<file path="src/design/fss_pkg.sv">
// constants, register map and carriers for the fault stop selection block
// assumes one clock, synchronous active-high reset and an AHB-Lite master
// Function
// - word one bits map faults 501..517
// - word two bit n maps fault 600+n
// - response bit set: pulse cancellation stop
// - response bit clear: consult short-circuit word
// - short-circuit one: 1 short stop, 0 second
// - short-circuit one bit needs response bit zero
// - short-circuit two: 1 short stop, 0 second
// - short-circuit two bit needs response bit zero
// - response one defaults per motor, max 3ffff
// - response two defaults per motor, max ffffff
// - short-circuit one resets zero, max 3fff
// - short-circuit two resets zero, max ffffff
package fss_pkg;

  // -----------------------------------------------------------------
  // widths
  // -----------------------------------------------------------------
  localparam int unsigned WORD_ONE_W = 18;
  localparam int unsigned WORD_TWO_W = 24;
  localparam int unsigned ADDR_W     = 8;

  // -----------------------------------------------------------------
  // register offsets (byte addresses)
  // -----------------------------------------------------------------
  localparam logic [ADDR_W-1:0] OFS_SEL_ONE   = 8'h00;
  localparam logic [ADDR_W-1:0] OFS_SEL_TWO   = 8'h04;
  localparam logic [ADDR_W-1:0] OFS_SC_ONE    = 8'h08;
  localparam logic [ADDR_W-1:0] OFS_SC_TWO    = 8'h0c;
  localparam logic [ADDR_W-1:0] OFS_IRQ_STAT  = 8'h10;
  localparam logic [ADDR_W-1:0] OFS_IRQ_CLR   = 8'h14;
  localparam logic [ADDR_W-1:0] OFS_IRQ_EN    = 8'h18;
  localparam logic [ADDR_W-1:0] OFS_REACTION  = 8'h1c;
  localparam logic [ADDR_W-1:0] OFS_ACT_ONE   = 8'h20;
  localparam logic [ADDR_W-1:0] OFS_ACT_TWO   = 8'h24;

  // -----------------------------------------------------------------
  // reset values and accepted maxima
  // -----------------------------------------------------------------
  localparam logic [31:0] SEL_ONE_RST_ASYNC = 32'h0001f3b2;
  localparam logic [31:0] SEL_ONE_RST_SYNC  = 32'h0000f3b2;
  localparam logic [31:0] SEL_ONE_MAX       = 32'h0003ffff;
  localparam logic [31:0] SEL_TWO_RST_ASYNC = 32'h003f7fcc;
  localparam logic [31:0] SEL_TWO_RST_SYNC  = 32'h003f0100;
  localparam logic [31:0] SEL_TWO_MAX       = 32'h00ffffff;
  localparam logic [31:0] SC_ONE_RST        = 32'h00000000;
  localparam logic [31:0] SC_ONE_MAX        = 32'h00003fff;
  localparam logic [31:0] SC_TWO_RST        = 32'h00000000;
  localparam logic [31:0] SC_TWO_MAX        = 32'h00ffffff;

  // -----------------------------------------------------------------
  // assigned fault bits per word
  // -----------------------------------------------------------------
  localparam logic [31:0] MAP_ONE = 32'h0003f3b2;
  localparam logic [31:0] MAP_TWO = 32'h00ffffec;

  // -----------------------------------------------------------------
  // reaction and interrupt field positions
  // -----------------------------------------------------------------
  localparam int unsigned BIT_PULSE_CANCEL = 0;
  localparam int unsigned BIT_SHORT_STOP   = 1;
  localparam int unsigned BIT_SECOND_STOP  = 2;
  localparam int unsigned EVT_W            = 3;
  localparam logic [EVT_W-1:0] IRQ_EN_RST  = 3'h0;

  // -----------------------------------------------------------------
  // carriers
  // -----------------------------------------------------------------
  typedef struct packed {
    logic              hsel;
    logic [31:0]       haddr;
    logic [1:0]        htrans;
    logic              hwrite;
    logic [2:0]        hsize;
    logic [31:0]       hwdata;
    logic              hready;
  } fss_ahb_req_s;

  typedef struct packed {
    logic              hreadyout;
    logic              hresp;
    logic [31:0]       hrdata;
  } fss_ahb_rsp_s;

  typedef struct packed {
    logic              second_stop;
    logic              short_stop;
    logic              pulse_cancel;
  } fss_stop_s;

endpackage : fss_pkg

</file>
<file path="src/design/fss_top.sv">
// fault stop selection: response words, short-circuit words, AHB-Lite slave
// assumes fault inputs are levels synchronous to clk_sys, one AHB-Lite master
//
// Design decisions made here: the register offsets and the AHB-Lite interface to the registers.
`timescale 1ns/1ns
module fss_top #(
  parameter int unsigned W1 = 18,
  parameter int unsigned W2 = 24
) (
  input  wire logic                clk_sys,
  input  wire logic                rst,
  input  wire logic                motor_sync,
  input  wire fss_pkg::fss_ahb_req_s ahb_req,
  output fss_pkg::fss_ahb_rsp_s    ahb_rsp,
  input  wire logic [W1-1:0]       fault_one,
  input  wire logic [W2-1:0]       fault_two,
  output fss_pkg::fss_stop_s       stop,
  output logic                     irq
);
  import fss_pkg::*;

  // -----------------------------------------------------------------
  // elaboration checks
  // -----------------------------------------------------------------
  if (W1 != WORD_ONE_W) begin : g_chk_w1
    $error("fss_top: W1 must equal the first word width");
  end
  if (W2 != WORD_TWO_W) begin : g_chk_w2
    $error("fss_top: W2 must equal the second word width");
  end
  // motor defaults of the first word must lie inside its range
  if (SEL_ONE_RST_ASYNC > SEL_ONE_MAX || SEL_ONE_RST_SYNC > SEL_ONE_MAX) begin : g_chk_rst_one
    $error("fss_top: first word default above its maximum");
  end
  // motor defaults of the second word must lie inside its range
  if (SEL_TWO_RST_ASYNC > SEL_TWO_MAX || SEL_TWO_RST_SYNC > SEL_TWO_MAX) begin : g_chk_rst_two
    $error("fss_top: second word default above its maximum");
  end
  // assigned fault bits must fit the word widths
  if ((MAP_ONE >> W1) != 32'h0 || (MAP_TWO >> W2) != 32'h0) begin : g_chk_map
    $error("fss_top: fault map wider than its word");
  end
  // short-circuit maxima must fit the word widths
  if ((SC_ONE_MAX >> W1) != 32'h0 || (SC_TWO_MAX >> W2) != 32'h0) begin : g_chk_sc_max
    $error("fss_top: short-circuit maximum wider than its word");
  end
  // reaction positions must be bits of the event vector, short stop apart from the other two
  if (BIT_PULSE_CANCEL >= EVT_W || BIT_SHORT_STOP >= EVT_W || BIT_SECOND_STOP >= EVT_W ||
      BIT_PULSE_CANCEL == BIT_SHORT_STOP || BIT_SHORT_STOP == BIT_SECOND_STOP) begin : g_chk_pos
    $error("fss_top: reaction bit positions do not fit the event vector");
  end

  // -----------------------------------------------------------------
  // declarations
  // -----------------------------------------------------------------
  logic [31:0]       sel_one_q;
  logic [31:0]       sel_two_q;
  logic [31:0]       sc_one_q;
  logic [31:0]       sc_two_q;
  logic [EVT_W-1:0]  irq_stat_q;
  logic [EVT_W-1:0]  irq_stat_d;
  logic [EVT_W-1:0]  irq_en_q;
  logic              irq_q;
  logic [ADDR_W-1:0] addr_q;
  logic              wr_pend_q;
  logic              rd_wait_q;
  logic              hready_q;
  logic [31:0]       hrdata_q;
  logic              pc_q;
  logic              ss_q;
  logic              st_q;
  logic [W1-1:0]     act_one_q;
  logic [W2-1:0]     act_two_q;

  wire logic              pc_one;
  wire logic              ss_one;
  wire logic              st_one;
  wire logic              pc_two;
  wire logic              ss_two;
  wire logic              st_two;
  wire logic              pc_d;
  wire logic              ss_d;
  wire logic              st_d;
  wire logic [EVT_W-1:0]  evt;
  wire logic [EVT_W-1:0]  reaction;
  wire logic [EVT_W-1:0]  reaction_q;
  wire logic              addr_ph;
  wire logic              rd_ph;
  wire logic              wr_ph;
  wire logic [ADDR_W-1:0] haddr_lo;
  wire logic [ADDR_W-1:0] rd_addr;
  wire logic [31:0]       rd_mux;
  wire logic [31:0]       wdata;
  wire logic              wr_sel_one;
  wire logic              wr_sel_two;
  wire logic              wr_sc_one;
  wire logic              wr_sc_two;
  wire logic              wr_irq_clr;
  wire logic              wr_irq_en;
  wire logic              ok_sel_one;
  wire logic              ok_sel_two;
  wire logic              ok_sc_one;
  wire logic              ok_sc_two;
  wire logic [EVT_W-1:0]  clr_mask;

  // -----------------------------------------------------------------
  // reaction resolution, one resolver per response word
  // -----------------------------------------------------------------
  fss_resolve #(
    .W   (W1),
    .MAP (MAP_ONE)
  ) u_res_one (
    .fault        (fault_one),
    .sel          (sel_one_q[W1-1:0]),
    .sc           (sc_one_q[W1-1:0]),
    .pulse_cancel (pc_one),
    .short_stop   (ss_one),
    .second_stop  (st_one)
  );

  fss_resolve #(
    .W   (W2),
    .MAP (MAP_TWO)
  ) u_res_two (
    .fault        (fault_two),
    .sel          (sel_two_q[W2-1:0]),
    .sc           (sc_two_q[W2-1:0]),
    .pulse_cancel (pc_two),
    .short_stop   (ss_two),
    .second_stop  (st_two)
  );

  // merged reaction of both words
  assign pc_d = pc_one | pc_two;
  assign ss_d = ss_one | ss_two;
  assign st_d = st_one | st_two;

  // -----------------------------------------------------------------
  // reaction outputs
  // -----------------------------------------------------------------
  // registered stop levels, follow the faults one cycle later
  always_ff @(posedge clk_sys) begin
    if (rst) begin
      pc_q <= 1'b0;
      ss_q <= 1'b0;
      st_q <= 1'b0;
    end else begin
      pc_q <= pc_d;
      ss_q <= ss_d;
      st_q <= st_d;
    end
  end

  assign stop.pulse_cancel = pc_q;
  assign stop.short_stop   = ss_q;
  assign stop.second_stop  = st_q;

  // snapshot of active faults for software
  always_ff @(posedge clk_sys) begin
    if (rst) begin
      act_one_q <= '0;
      act_two_q <= '0;
    end else begin
      act_one_q <= fault_one;
      act_two_q <= fault_two;
    end
  end

  // -----------------------------------------------------------------
  // bus phase decode
  // -----------------------------------------------------------------
  assign haddr_lo = ahb_req.haddr[ADDR_W-1:0];
  assign addr_ph  = ahb_req.hsel & ahb_req.htrans[1] & ahb_req.hready;
  assign rd_ph    = addr_ph & ~ahb_req.hwrite;
  assign wr_ph    = addr_ph & ahb_req.hwrite;
  assign wdata    = ahb_req.hwdata;

  // write strobes in the data phase of a captured write
  assign wr_sel_one = wr_pend_q & (addr_q == OFS_SEL_ONE);
  assign wr_sel_two = wr_pend_q & (addr_q == OFS_SEL_TWO);
  assign wr_sc_one  = wr_pend_q & (addr_q == OFS_SC_ONE);
  assign wr_sc_two  = wr_pend_q & (addr_q == OFS_SC_TWO);
  assign wr_irq_clr = wr_pend_q & (addr_q == OFS_IRQ_CLR);
  assign wr_irq_en  = wr_pend_q & (addr_q == OFS_IRQ_EN);

  // values above the accepted maximum are refused whole
  assign ok_sel_one = wdata <= SEL_ONE_MAX;
  assign ok_sel_two = wdata <= SEL_TWO_MAX;
  assign ok_sc_one  = wdata <= SC_ONE_MAX;
  assign ok_sc_two  = wdata <= SC_TWO_MAX;

  // -----------------------------------------------------------------
  // response words
  // -----------------------------------------------------------------
  // motor type defaults taken while reset is held
  always_ff @(posedge clk_sys) begin
    if (rst) begin
      sel_one_q <= motor_sync ? SEL_ONE_RST_SYNC : SEL_ONE_RST_ASYNC;
      sel_two_q <= motor_sync ? SEL_TWO_RST_SYNC : SEL_TWO_RST_ASYNC;
    end else begin
      if (wr_sel_one && ok_sel_one) begin
        sel_one_q <= wdata;
      end
      if (wr_sel_two && ok_sel_two) begin
        sel_two_q <= wdata;
      end
    end
  end

  // -----------------------------------------------------------------
  // short-circuit words
  // -----------------------------------------------------------------
  // bits land only where the response word holds zero
  always_ff @(posedge clk_sys) begin
    if (rst) begin
      sc_one_q <= SC_ONE_RST;
      sc_two_q <= SC_TWO_RST;
    end else begin
      if (wr_sc_one && ok_sc_one) begin
        sc_one_q <= wdata & ~sel_one_q;
      end
      if (wr_sc_two && ok_sc_two) begin
        sc_two_q <= wdata & ~sel_two_q;
      end
    end
  end

  // -----------------------------------------------------------------
  // interrupt status, enable and output
  // -----------------------------------------------------------------
  // rising edge of each stop level is one event
  assign reaction[BIT_PULSE_CANCEL]   = pc_d;
  assign reaction[BIT_SHORT_STOP]     = ss_d;
  assign reaction[BIT_SECOND_STOP]    = st_d;
  assign reaction_q[BIT_PULSE_CANCEL] = pc_q;
  assign reaction_q[BIT_SHORT_STOP]   = ss_q;
  assign reaction_q[BIT_SECOND_STOP]  = st_q;
  assign evt      = reaction & ~reaction_q;
  assign clr_mask = wr_irq_clr ? wdata[EVT_W-1:0] : '0;

  // set wins over a clear in the same cycle
  assign irq_stat_d = (irq_stat_q & ~clr_mask) | evt;

  always_ff @(posedge clk_sys) begin
    if (rst) begin
      irq_stat_q <= '0;
      irq_en_q   <= IRQ_EN_RST;
      irq_q      <= 1'b0;
    end else begin
      irq_stat_q <= irq_stat_d;
      irq_q      <= |(irq_stat_d & irq_en_q);
      if (wr_irq_en) begin
        irq_en_q <= wdata[EVT_W-1:0];
      end
    end
  end

  assign irq = irq_q;

  // -----------------------------------------------------------------
  // read multiplexer
  // -----------------------------------------------------------------
  // a stalled read uses the held address, otherwise the live one
  assign rd_addr = rd_wait_q ? addr_q : haddr_lo;

  assign rd_mux =
    (rd_addr == OFS_SEL_ONE)  ? sel_one_q :
    (rd_addr == OFS_SEL_TWO)  ? sel_two_q :
    (rd_addr == OFS_SC_ONE)   ? sc_one_q :
    (rd_addr == OFS_SC_TWO)   ? sc_two_q :
    (rd_addr == OFS_IRQ_STAT) ? {{(32-EVT_W){1'b0}}, irq_stat_q} :
    (rd_addr == OFS_IRQ_EN)   ? {{(32-EVT_W){1'b0}}, irq_en_q} :
    (rd_addr == OFS_REACTION) ? {{(32-EVT_W){1'b0}}, reaction_q} :
    (rd_addr == OFS_ACT_ONE)  ? {{(32-W1){1'b0}}, act_one_q} :
    (rd_addr == OFS_ACT_TWO)  ? {{(32-W2){1'b0}}, act_two_q} :
    32'h00000000; // unmapped and write-only read as zero

  // -----------------------------------------------------------------
  // bus phase tracking
  // -----------------------------------------------------------------
  // a read behind a write waits one cycle so it sees the new value
  always_ff @(posedge clk_sys) begin
    if (rst) begin
      addr_q    <= '0;
      wr_pend_q <= 1'b0;
      rd_wait_q <= 1'b0;
    end else begin
      wr_pend_q <= wr_ph;
      rd_wait_q <= rd_ph & wr_pend_q;
      if (addr_ph) begin
        addr_q <= haddr_lo;
      end
    end
  end

  // -----------------------------------------------------------------
  // bus response
  // -----------------------------------------------------------------
  // ready drops only for the read-after-write stall
  always_ff @(posedge clk_sys) begin
    if (rst) begin
      hready_q <= 1'b1;
      hrdata_q <= 32'h00000000;
    end else begin
      hready_q <= ~(rd_ph & wr_pend_q);
      if ((rd_ph && !wr_pend_q) || rd_wait_q) begin
        hrdata_q <= rd_mux;
      end
    end
  end

  assign ahb_rsp.hreadyout = hready_q;
  assign ahb_rsp.hresp     = 1'b0;
  assign ahb_rsp.hrdata    = hrdata_q;

endmodule : fss_top

</file>
<file path="src/design/fss_resolve.sv">
// per-bit stop reaction resolution for one fault word
// assumes combinational use inside the fault stop selection top
`timescale 1ns/1ns
module fss_resolve #(
  parameter int unsigned W   = 18,
  parameter logic [31:0] MAP = 32'h0003f3b2
) (
  input  wire logic [W-1:0] fault,
  input  wire logic [W-1:0] sel,
  input  wire logic [W-1:0] sc,
  output logic              pulse_cancel,
  output logic              short_stop,
  output logic              second_stop
);

  logic [W-1:0] pc_vec;
  logic [W-1:0] ss_vec;
  logic [W-1:0] st_vec;

  // the map parameter holds 32 bits, wider words cannot be served
  if (W < 1 || W > 32) begin : g_chk_w
    $error("fss_resolve: W must lie between 1 and 32");
  end

  // -----------------------------------------------------------------
  // one resolver per fault bit
  // -----------------------------------------------------------------
  for (genvar i = 0; i < W; i++) begin : g_bit
    wire logic hit = fault[i] & MAP[i];
    assign pc_vec[i] = hit & sel[i];
    assign ss_vec[i] = hit & ~sel[i] & sc[i];
    assign st_vec[i] = hit & ~sel[i] & ~sc[i];
  end

  // any fault of a class raises that reaction
  assign pulse_cancel = |pc_vec;
  assign short_stop   = |ss_vec;
  assign second_stop  = |st_vec;

endmodule : fss_resolve

</file>
<file path="config.mk">
export PLATFORM = sky130hd
export DESIGN_NAME = fss_top
export DESIGN_NICKNAME = d
export VERILOG_FILES = /design/src/design/fss_pkg.sv /design/src/design/fss_top.sv /design/src/design/fss_resolve.sv
export SDC_FILE = /design/constraint.sdc
export NUM_CORES = 1
export LEC_CHECK = 0
export BUFFER_PORTS_ARGS = -buffer_cell sky130_fd_sc_hd__buf_2
export CORE_ASPECT_RATIO = 1.1
export CORE_UTILIZATION = 49
export CTS_BUF_LIST = sky130_fd_sc_hd__clkbuf_8
export CTS_CLUSTER_SIZE = 14
export DETAILED_ROUTE_END_ITERATION = 10
export PLACE_DENSITY = 0.76
export SLEW_MARGIN = 20
export SYNTH_ARGS = -nofsm -noshare
export SYNTH_HDL_FRONTEND = slang
export SYNTH_SLANG_ARGS = --single-unit
</file>
<file path="constraint.sdc">
create_clock -name clk_sys -period 2.62 [get_ports clk_sys]
set_input_delay 0.262 -clock clk_sys [delete_from_list [all_inputs] [get_ports clk_sys]]
set_output_delay 0.262 -clock clk_sys [all_outputs]
set_load 0.05 [all_outputs]
</file>
# Yosys cells after proc, flatten, opt, wreduce, memory -nomap -nowiden
# Index checks and enable logic that the tools add are counted.
# W data, S select, Z words.
[classes]
bitwise_logic = 224
eq_ne = 13
n_reduce_logical = 18
muxes = 17
magnitude_cmp = 3
[ops]
columns = ["cell", "count"]
rows = [
  ["$mux W32", 8],
  ["$and A1 B1 Y1", 143],
  ["$mux W24", 5],
  ["$not A1 Y1", 68],
  ["$and A32 B32 Y32", 2],
  ["$not A32 Y32", 2],
  ["$reduce_or A21 Y1", 3],
  ["$eq A8 B5 Y1 const B", 5],
  ["$reduce_or A12 Y1", 3],
  ["$eq A8 B4 Y1 const B", 4],
  ["$le A32 B14 Y1 const B", 1],
  ["$le A32 B18 Y1 const B", 1],
  ["$le A32 B24 Y1 const B", 1],
  ["$mux W17", 1],
  ["$eq A8 B3 Y1 const B", 2],
  ["$eq A8 B6 Y1 const B", 2],
  ["$logic_not A8 Y1", 2],
  ["$mux W15", 1],
  ["$and A3 B3 Y3", 3],
  ["$mux W8", 1],
  ["$not A3 Y3", 2],
  ["$logic_and A1 B1 Y1", 5],
  ["$reduce_bool A2 Y1", 2],
  ["$mux W3", 1],
  ["other kinds (5)", 7],
]
[totals]
ff_bits = 223
out_inout_bits = 38

# Depth between registers and ports, before layout
# Gate-level depths: netlist of the first run.
[depth]
depth_word = 11
mapped_depth = 9
ltp_nobuf = 6

# Hierarchy
# A second synthesis of the first run with hierarchy kept.
[unflattened]
hier_cells = 977
hier_area_um2 = 9721.8
[by_module_without_submodules]
columns = ["module", "cells_each", "n_inst", "area_each_um2"]
rows = [
  ["fss_top", 868, 1, 8926.1],
  ["fss_resolve at u_res_two", 70, 1, 509.2],
  ["fss_resolve at u_res_one", 39, 1, 286.5],
]

# Worst setup path after synthesis of the first run
# No wires, ideal clock.
[synth_timing]
path_type = "reg-to-reg"
startpoint = "register rd_wait_q"
endpoint = "register hrdata_q[1]"
n_path_buf = 2
period_less_slack_ns = 2.252
required_time_ns = 2.541
setup_ns = 0.079
arrival_ns = 2.173
path_stages_with_launch = 9
path_slack_ns = 0.368
cell_sequence = "dfxtp_1 > or3b_1 > a222oi_1 > and2_1 > buf_4 > buf_6 > a2bb2oi_1 > a211o_1 > a211oi_2"
[synth_via]
elab_chain_cells = 11
elab_cells_between_ends = 20
classes_between = "eq/ne: 8; mux: 10; reduce/logical: 2"
[synth_lines]
columns = ["item", "line_no", "text"]
rows = [
  ["start: declaration", "fss_top.sv:66", "logic rd_wait_q;"],
  ["start signal: assignment", "fss_top.sv:289", "rd_wait_q <= rd_ph & wr_pend_q;"],
  ["$mux W8", "fss_top.sv:264", "assign rd_addr = rd_wait_q ? addr_q : haddr_lo;"],
  ["$eq A8 B6 Y1", "fss_top.sv:275", "(rd_addr == OFS_ACT_TWO) ? {{(32-W2){1'b0}}, act_two_q} :"],
  ["$mux W24", "fss_top.sv:275", ""],
  ["$mux W24", "fss_top.sv:274", "(rd_addr == OFS_ACT_ONE) ? {{(32-W1){1'b0}}, act_one_q} :"],
  ["$mux W24", "fss_top.sv:273", "(rd_addr == OFS_REACTION) ? {{(32-EVT_W){1'b0}}, reaction_q} :"],
  ["$mux W24", "fss_top.sv:272", "(rd_addr == OFS_IRQ_EN) ? {{(32-EVT_W){1'b0}}, irq_en_q} :"],
  ["$mux W24", "fss_top.sv:271", "(rd_addr == OFS_IRQ_STAT) ? {{(32-EVT_W){1'b0}}, irq_stat_q} :"],
  ["$mux W32", "fss_top.sv:270", "(rd_addr == OFS_SC_TWO) ? sc_two_q :"],
  ["$mux W32", "fss_top.sv:269", "(rd_addr == OFS_SC_ONE) ? sc_one_q :"],
  ["$mux W32", "fss_top.sv:268", "(rd_addr == OFS_SEL_TWO) ? sel_two_q :"],
  ["$mux W32", "fss_top.sv:267", "(rd_addr == OFS_SEL_ONE) ? sel_one_q :"],
  ["end signal: assignment", "fss_top.sv:307", "hrdata_q <= rd_mux;"],
  ["end: declaration", "fss_top.sv:68", "logic [31:0] hrdata_q;"],
]
# Parallel ways exist; a longest one is shown, timed or not.
# A chain may end at the register's enable or synchronous reset.

# Worst setup path after layout of the first run
[layout_timing]
startpoint = "input port ahb_req[39] (netlist name)"
endpoint = "register hrdata_q[0]"
[layout_via]
elab_chain_cells = 11
elab_cells_between_ends = 19
classes_between = "eq/ne: 8; mux: 10; reduce/logical: 1"
[layout_lines]
columns = ["item", "line_no", "text"]
rows = [
  ["start: declaration", "fss_top.sv:13", "input wire fss_pkg::fss_ahb_req_s ahb_req,"],
  ["$mux W8 (*)", "fss_top.sv:264", ""],
  ["$eq A8 B6 Y1", "fss_top.sv:275", ""],
  ["$mux W24", "fss_top.sv:275", ""],
  ["$mux W24", "fss_top.sv:274", ""],
  ["$mux W24", "fss_top.sv:273", ""],
  ["$mux W24", "fss_top.sv:272", ""],
  ["$mux W24", "fss_top.sv:271", ""],
  ["$mux W32", "fss_top.sv:270", ""],
  ["$mux W32", "fss_top.sv:269", ""],
  ["$mux W32", "fss_top.sv:268", ""],
  ["$mux W32 (*)", "fss_top.sv:267", ""],
]
# Every way passes the cells marked *; elsewhere a longest branch is shown, timed or not.

==> results of run 1 <==
-- routing by layer --
metal  global-route usage  up-vias  wire length [um]
met1               0.3818     3981             11880
met3              0.05862       80              2668
met4               0.1219        0              1027
met2               0.4753      436             13670
li1                     -     3816                 -
met5                    0        -                 0
-- kinds of logic after synthesis --
group | Yosys count
multiplexers | 8
AO/OA/AOI/OAI | 200
other | 1
AND/OR/NAND/NOR | 421
buffers and inverters | 76
flip-flops | 223
-- power by group through the flow --
stage / logic [mW] / registers, mW / clock network, mW
floorplan: 0.287 / 3.90 / 0
global placement: 0.575 / 3.87 / 0
detailed placement: 0.582 / 3.87 / 0
CTS: 0.612 / 3.80 / 2.69
global route: 0.665 / 3.82 / 2.85
finish: 0.623 / 3.81 / 2.66
-- path summary, 6_finish.rpt --
| path | startpoint | end | slack (ns) |
|---|---|---|---|
| worst min register to register | sc_one_q[2] | sc_one_q[2] | 0.45 |
| worst min-delay path | fault_one[5] | act_one_q[5] | 0.01 |
| worst max-delay path | ahb_req[39] | hrdata_q[0] | 0.06 |
| worst max register to register | rd_wait_q | hrdata_q[0] | 0.14 |
-- area by class of cell --
class                   count  area [um2]  share of cell area
well taps                 247       309.0             0.02682
flip-flops and latches    223        5106              0.4431
repair buffers            195        1344              0.1166
clock buffers              38       523.0             0.04538
inverters                  10       37.54            0.003257
clock inverters            25       93.84            0.008142
multi-input cells         630        4111              0.3567
-- cell usage in the layout, fill, tap and decap left out, types with 15 or more instances in the layout --
cell type	count
a21oi_1	46
dfxtp_1	158
and3_1	39
nand2_1	60
inv_1	28
nor2_1	40
nor2b_1	85
nor3b_1	34
buf_2	124
nand3_1	16
a221oi_1	17
edfxtp_1	64
a211oi_1	16
nor3_1	15
o22a_1	17
a22oi_1	39
buf_4	37
clkbuf_8	38
nand3b_1	55
dlygate4sd3_1	24
a222oi_1	19
-- flip-flops by register name, indices dropped and copies added (netlist names) --
name and cells:
ss_q 1, hrdata_q 32, addr_q 8, wr_pend_q 1, act_two_q 24, irq_stat_q 3, sc_one_q 32, sel_two_q 32
pc_q 1, act_one_q 18, st_q 1, rd_wait_q 1, hready_q 1, sc_two_q 32, irq 1, sel_one_q 32
irq_en_q 3
-- repair_timing --
action / CTS / global route
setup buffers: 0 / 5
hold buffers: 24 / 0
setup endpoints to repair: 0 / 14
endpoints found under the hold margin: 25 / 0
resized for setup: 0 / 5
-- metrics by stage --
| step | std cells | power [mW] |
|---|---|---|
| after floorplan | 929 | 4.184 |
| after global placement | 1275 | 4.444 |
| after detailed placement | 1275 | 4.455 |
| after CTS | 1362 | 7.103 |
| after global routing | 1368 | 7.334 |
| final | 1368 | 7.093 |
==> impl_metrics.tcl, run 1 <==
set metrics [dict create \
    clk_path_buf_depth 3 \
    drv_slew 0 \
    dp_slack_ns 0.06951 \
    synth_top_cell_by_area "dfxtp_1" \
    cpPeakStageDelay_ns 0.56 \
    period_needed_ns 2.555 \
    crit_family "compound AO/OA/AOI/OAI gates" \
    final_core_util 0.6034 \
    synth.distinct_cells 64 \
    pwr-share-comb 0.088 \
    place.gp.congestion 0.9669 \
    hold_slack_ns 0.01007 \
    crit_buf_inv 4 \
    insertion_delay_ns 0.53 \
    n_fill_cell 1619 \
    hpwl_um 19730 \
    n_antenna_cell 0 \
    post-route-period-util 0.9754 \
    tns_ns 0 \
    drt_first_pass_iters 10 \
    synth_edf_count 64 \
    hold_class "in -> reg" \
    p_seq_frac 0.537 \
    critPathMostFrequentCell "buf_4" \
    fin_skew_ns 0.01286 \
    synth-compound-area-share 0.1573 \
    yosys.area_share.adder 0 \
    status "complete, no violations" \
    nets 1214 \
    p_int_mw 5.291 \
    cap_violations 0 \
    path_depth 10 \
    dieArea_mm2 0.02004 \
    synth.top_cells.by_area "dfxtp_1, edfxtp_1, nor2b_1" \
    synthTopCellsByCount "dfxtp_1, nor2b_1, edfxtp_1" \
    crit_required_ns 3.07 \
    async_flop_share 0 \
    synth_xor_area_frac 0 \
    cp_cell_sequence "dlygate4sd3_1, buf_2, or4b_1, a222oi_1, buf_4, buf_4, a22o_1, a221oi_1, a311o_1, a211oi_2" \
    numCtsBuffers 37 \
    finalSetupViolations 0 \
    track_usage 0.2931 \
    avgRoutedWirePerCell_um 21.38 \
    fin_area_mm2 0.01152 \
    coreArea_mm2 0.01910 \
    slowest_stage "dlygate4sd3_1" \
    crit_type "in -> reg" \
    syn_area_mm2 0.009543 \
    clockPowerShare 0.376 \
    vias 8313 \
    powerDensity_mw_per_mm2 615.4 \
    syn-num-nets 1046 \
    clock-sinks 223 \
    startpoint_type "input port" \
    die_w_um 135.1 \
    syn_avg_cell_area_um2 10.27 \
    synth_cells 929 \
    grt_pass1_vias 7926 \
    start_util 0.4997 \
    yosysMostFrequentCell "dfxtp_1" \
    crit_arrival_ns 3.00 \
    synth_ff_type "dfxtp_1" \
    r2r.worst_path.cells 8 \
    switchingPower_mw 1.801 \
    ir_worst_vdd_uv 448.1 \
    antenna_found_initial 0 \
    critPathMaxFanout 5 \
    cts_root_buf "clkbuf_8" \
    layout-drive-gt1-share 0.2079 \
    grt_max_degree 55 \
    max_freq_mhz 391.3 \
    hold_violations 0 \
    io-pin-count 155 \
    tightest_slew_ns 0.7470 \
    grt_setup_unrepaired "false" \
    io_buffers 125 \
    remaining_drc_errors 0 \
    endpoint_kind "flop" \
    overflow 0 \
    synth_top_area_share 0.3336 \
    fin_ws_ns 0.06455 \
    postRouteWirelength_um 29250 \
    htreeDepth 2 \
    place_area_mm2 0.01060 \
    grt_pass1_wl_um 44440 \
    synth-seq-area-share 0.5349 \
    whs_path_depth 2 \
    path_clk_slew_ns 0.06 \
    p_leak_nw 4.612 \
    relSlewSlack 0.4974 \
    yosys_warnings 0 \
    ant_nets 0 \
    avgViaCountPerCell 6.077 \
    synth_top_family_by_area "simple AND/OR/NAND/NOR gates" \
    area_growth_pct 20.77 \
    cts_tree "yes" \
    ys_seq_elements 223 \
    die_h_um 148.4 \
    muxShareOfSynthArea 0.008522 \
    p_sw_frac 0.2540 \
    dr.first_iter.drc_count 933 \
    rows 53 \
    synth-simple-area-share 0.2634 \
]
No activity file was read; power rests on OpenSTA's default activity.
==> run 2, diff against run 1 <==
--- a/config.mk
+++ b/config.mk
@@ -6,12 +6,14 @@
 export NUM_CORES = 1
 export LEC_CHECK = 0
 export BUFFER_PORTS_ARGS = -buffer_cell sky130_fd_sc_hd__buf_2
+export CAP_MARGIN = 20
 export CORE_ASPECT_RATIO = 1.1
 export CORE_UTILIZATION = 49
 export CTS_BUF_LIST = sky130_fd_sc_hd__clkbuf_8
 export CTS_CLUSTER_SIZE = 14
 export DETAILED_ROUTE_END_ITERATION = 10
 export PLACE_DENSITY = 0.76
+export RECOVER_POWER = 100
 export SLEW_MARGIN = 20
 export SYNTH_ARGS = -nofsm -noshare
 export SYNTH_HDL_FRONTEND = slang
==> run 2 against run 1 <==
  * The run now ends with capacitance limit, slew limit left
  * Register-to-register slack got worse by 0.09 ns
  * Cell area decreased by 1.1%
  * Clock power about the same
  * Utilization decreased by 0.66 points
==> impl_metrics.tcl, run 2 (synthesized netlist as in run 1, its figures left out) <==
set metrics [dict create \
    die_w_um 135.1 \
    placedCellCount 1275 \
    dr.first_iter.drc_count 982 \
    clk_path_buf_depth 3 \
    p_sw_frac 0.2541 \
    hpwl_um 19730 \
    cts_tree "yes" \
    clock-sinks 223 \
    n_antenna_cell 0 \
    powerDensity_mw_per_mm2 620.6 \
    track_usage 0.2931 \
    cpPeakStageDelay_ns 0.60 \
    crit_family "simple AND/OR/NAND/NOR gates" \
    power_mw 7.075 \
    startpoint_type "flop" \
    grtUsageMet2 0.4753 \
    grt_util_met3 0.05862 \
    switchingPower_mw 1.798 \
    coreArea_mm2 0.01910 \
    tightest_slew_ns 1.688 \
    max_freq_mhz 389.8 \
    finalSetupViolations 0 \
    dp_slack_ns 0.06951 \
    overflow 0 \
    grt_setup_unrepaired "false" \
    place.gp.congestion 0.9669 \
    p_seq_frac 0.538 \
    numCtsBuffers 37 \
    cp_cell_sequence "nor4b_1, nor2b_1, nand3_1, nand2_1, clkbuf_2" \
    io-pin-count 155 \
    multi_input_area_mm2 0.004094 \
    p_leak_nw 4.400 \
    crit_start "addr_q[5]" \
    period_needed_ns 2.566 \
    critPathMaxFanout 18 \
    grt_most_used_layer "met2" \
    seqCellArea_mm2 0.005106 \
    crit_required_ns 2.77 \
    remaining_drc_errors 0 \
    vias 8376 \
    start_util 0.4997 \
    grt_pass1_vias 7926 \
    cap_violations 1 \
    violations "capacitance limit, slew limit" \
    rows 53 \
    crit_buf_inv 1 \
    hold_violations 0 \
    io_buffers 125 \
    htreeDepth 2 \
    antenna_found_initial 0 \
    nets 1214 \
    drv_slew 40 \
    path_clk_slew_ns 0.06 \
    cts_root_buf "clkbuf_8" \
    clockPowerShare 0.376 \
    crit_type "reg -> reg" \
    drt_first_pass_iters 7 \
    tns_ns 0 \
    hold_class "in -> reg" \
    crit_arrival_ns 2.72 \
    die_h_um 148.4 \
    grt_pass1_wl_um 44440 \
    min_from "fault_one[5]" \
    final_cell_mix "dfxtp_1, nor2b_1, buf_2" \
    layout-drive-gt1-share 0.1606 \
    slowest_stage "clkbuf_2" \
    fin_ws_ns 0.05448 \
    insertion_delay_ns 0.53 \
    ant_nets 0 \
    p_int_mw 5.277 \
    dieArea_mm2 0.02004 \
    grt_max_degree 55 \
    avgViaCountPerCell 6.123 \
    post-route-period-util 0.9792 \
    fin_skew_ns 0.01333 \
    r2r-start "addr_q[5]" \
    area_growth_pct 19.46 \
    fin_cells 1368 \
    pwr-share-comb 0.086 \
    avgRoutedWirePerCell_um 21.47 \
    status "finished, violations left" \
    relSlewSlack -0.1255 \
    postRouteWirelength_um 29370 \
    ir_worst_vdd_uv 446.8 \
    final_common_cell "dfxtp_1" \
    use_met1 0.3818 \
    n_fill_cell 1645 \
    endpoint_kind "flop" \
]
[run 2: cell types whose count changed in the layout (fill, tap and decap cells not counted), moves of 2 or more]
cell      before  now
and2_0         0    5
and2_1         9    4
buf_2        124   81
buf_4         37   25
clkbuf_1       0   50
clkbuf_2       0    6
nor4b_1        1    3
nor4b_2        2    0
or2_0          0    3
or2_1          5    2
[run 2: area by class of cell]
cell class,instances,share of cell area
repair buffers,195,0.1084
inverters,10,0.003293
clock inverters,25,0.008232
flip-flops and latches,223,0.4479
multi-input cells,630,0.3591
clock buffers,38,0.04588
well taps,247,0.02711
[run 2: worst paths after layout]
check | depth (start not counted) | slack, ns | endpoint
hold reg to reg | 2 | 0.45 | sc_one_q[2]
setup / recovery | 5 | 0.05 | sel_two_q[5]
setup reg to reg | 5 | 0.05 | sel_two_q[5]
hold / removal | 2 | 0.02 | act_one_q[5]
[run 2: through the flow]
stage	utilization	hold slack, ns	cell area, um2
floorplan	-	0.3902	9543
global placement	0.5548	0.4388	10600
detailed placement	0.5548	0.4454	10600
CTS	0.5996	0.00006517	11450
global route	0.5969	0.008332	11400
finish	0.5969	0.01529	11400
[run 2: power by group through the flow]
stage               registers [mW]  clock network, mW  logic (mW)
floorplan                     3.90                  0       0.287
global placement              3.87                  0       0.575
detailed placement            3.87                  0       0.582
CTS                           3.80               2.69       0.612
global route                  3.82               2.85       0.649
finish                        3.81               2.66       0.605
[run 2: metal layers]
metal  routed length, um  part of all wire
met5                   0                 0
met4                 982             0.033
met3                2639             0.090
met2               13810              0.47
met1               11950              0.41
[run 2: repair_timing]
action / CTS / global route
setup buffers: 0 / 5
resized for setup: 0 / 5
setup endpoints to repair: 0 / 14
hold buffers: 24 / 0
endpoints found under the hold margin: 25 / 0
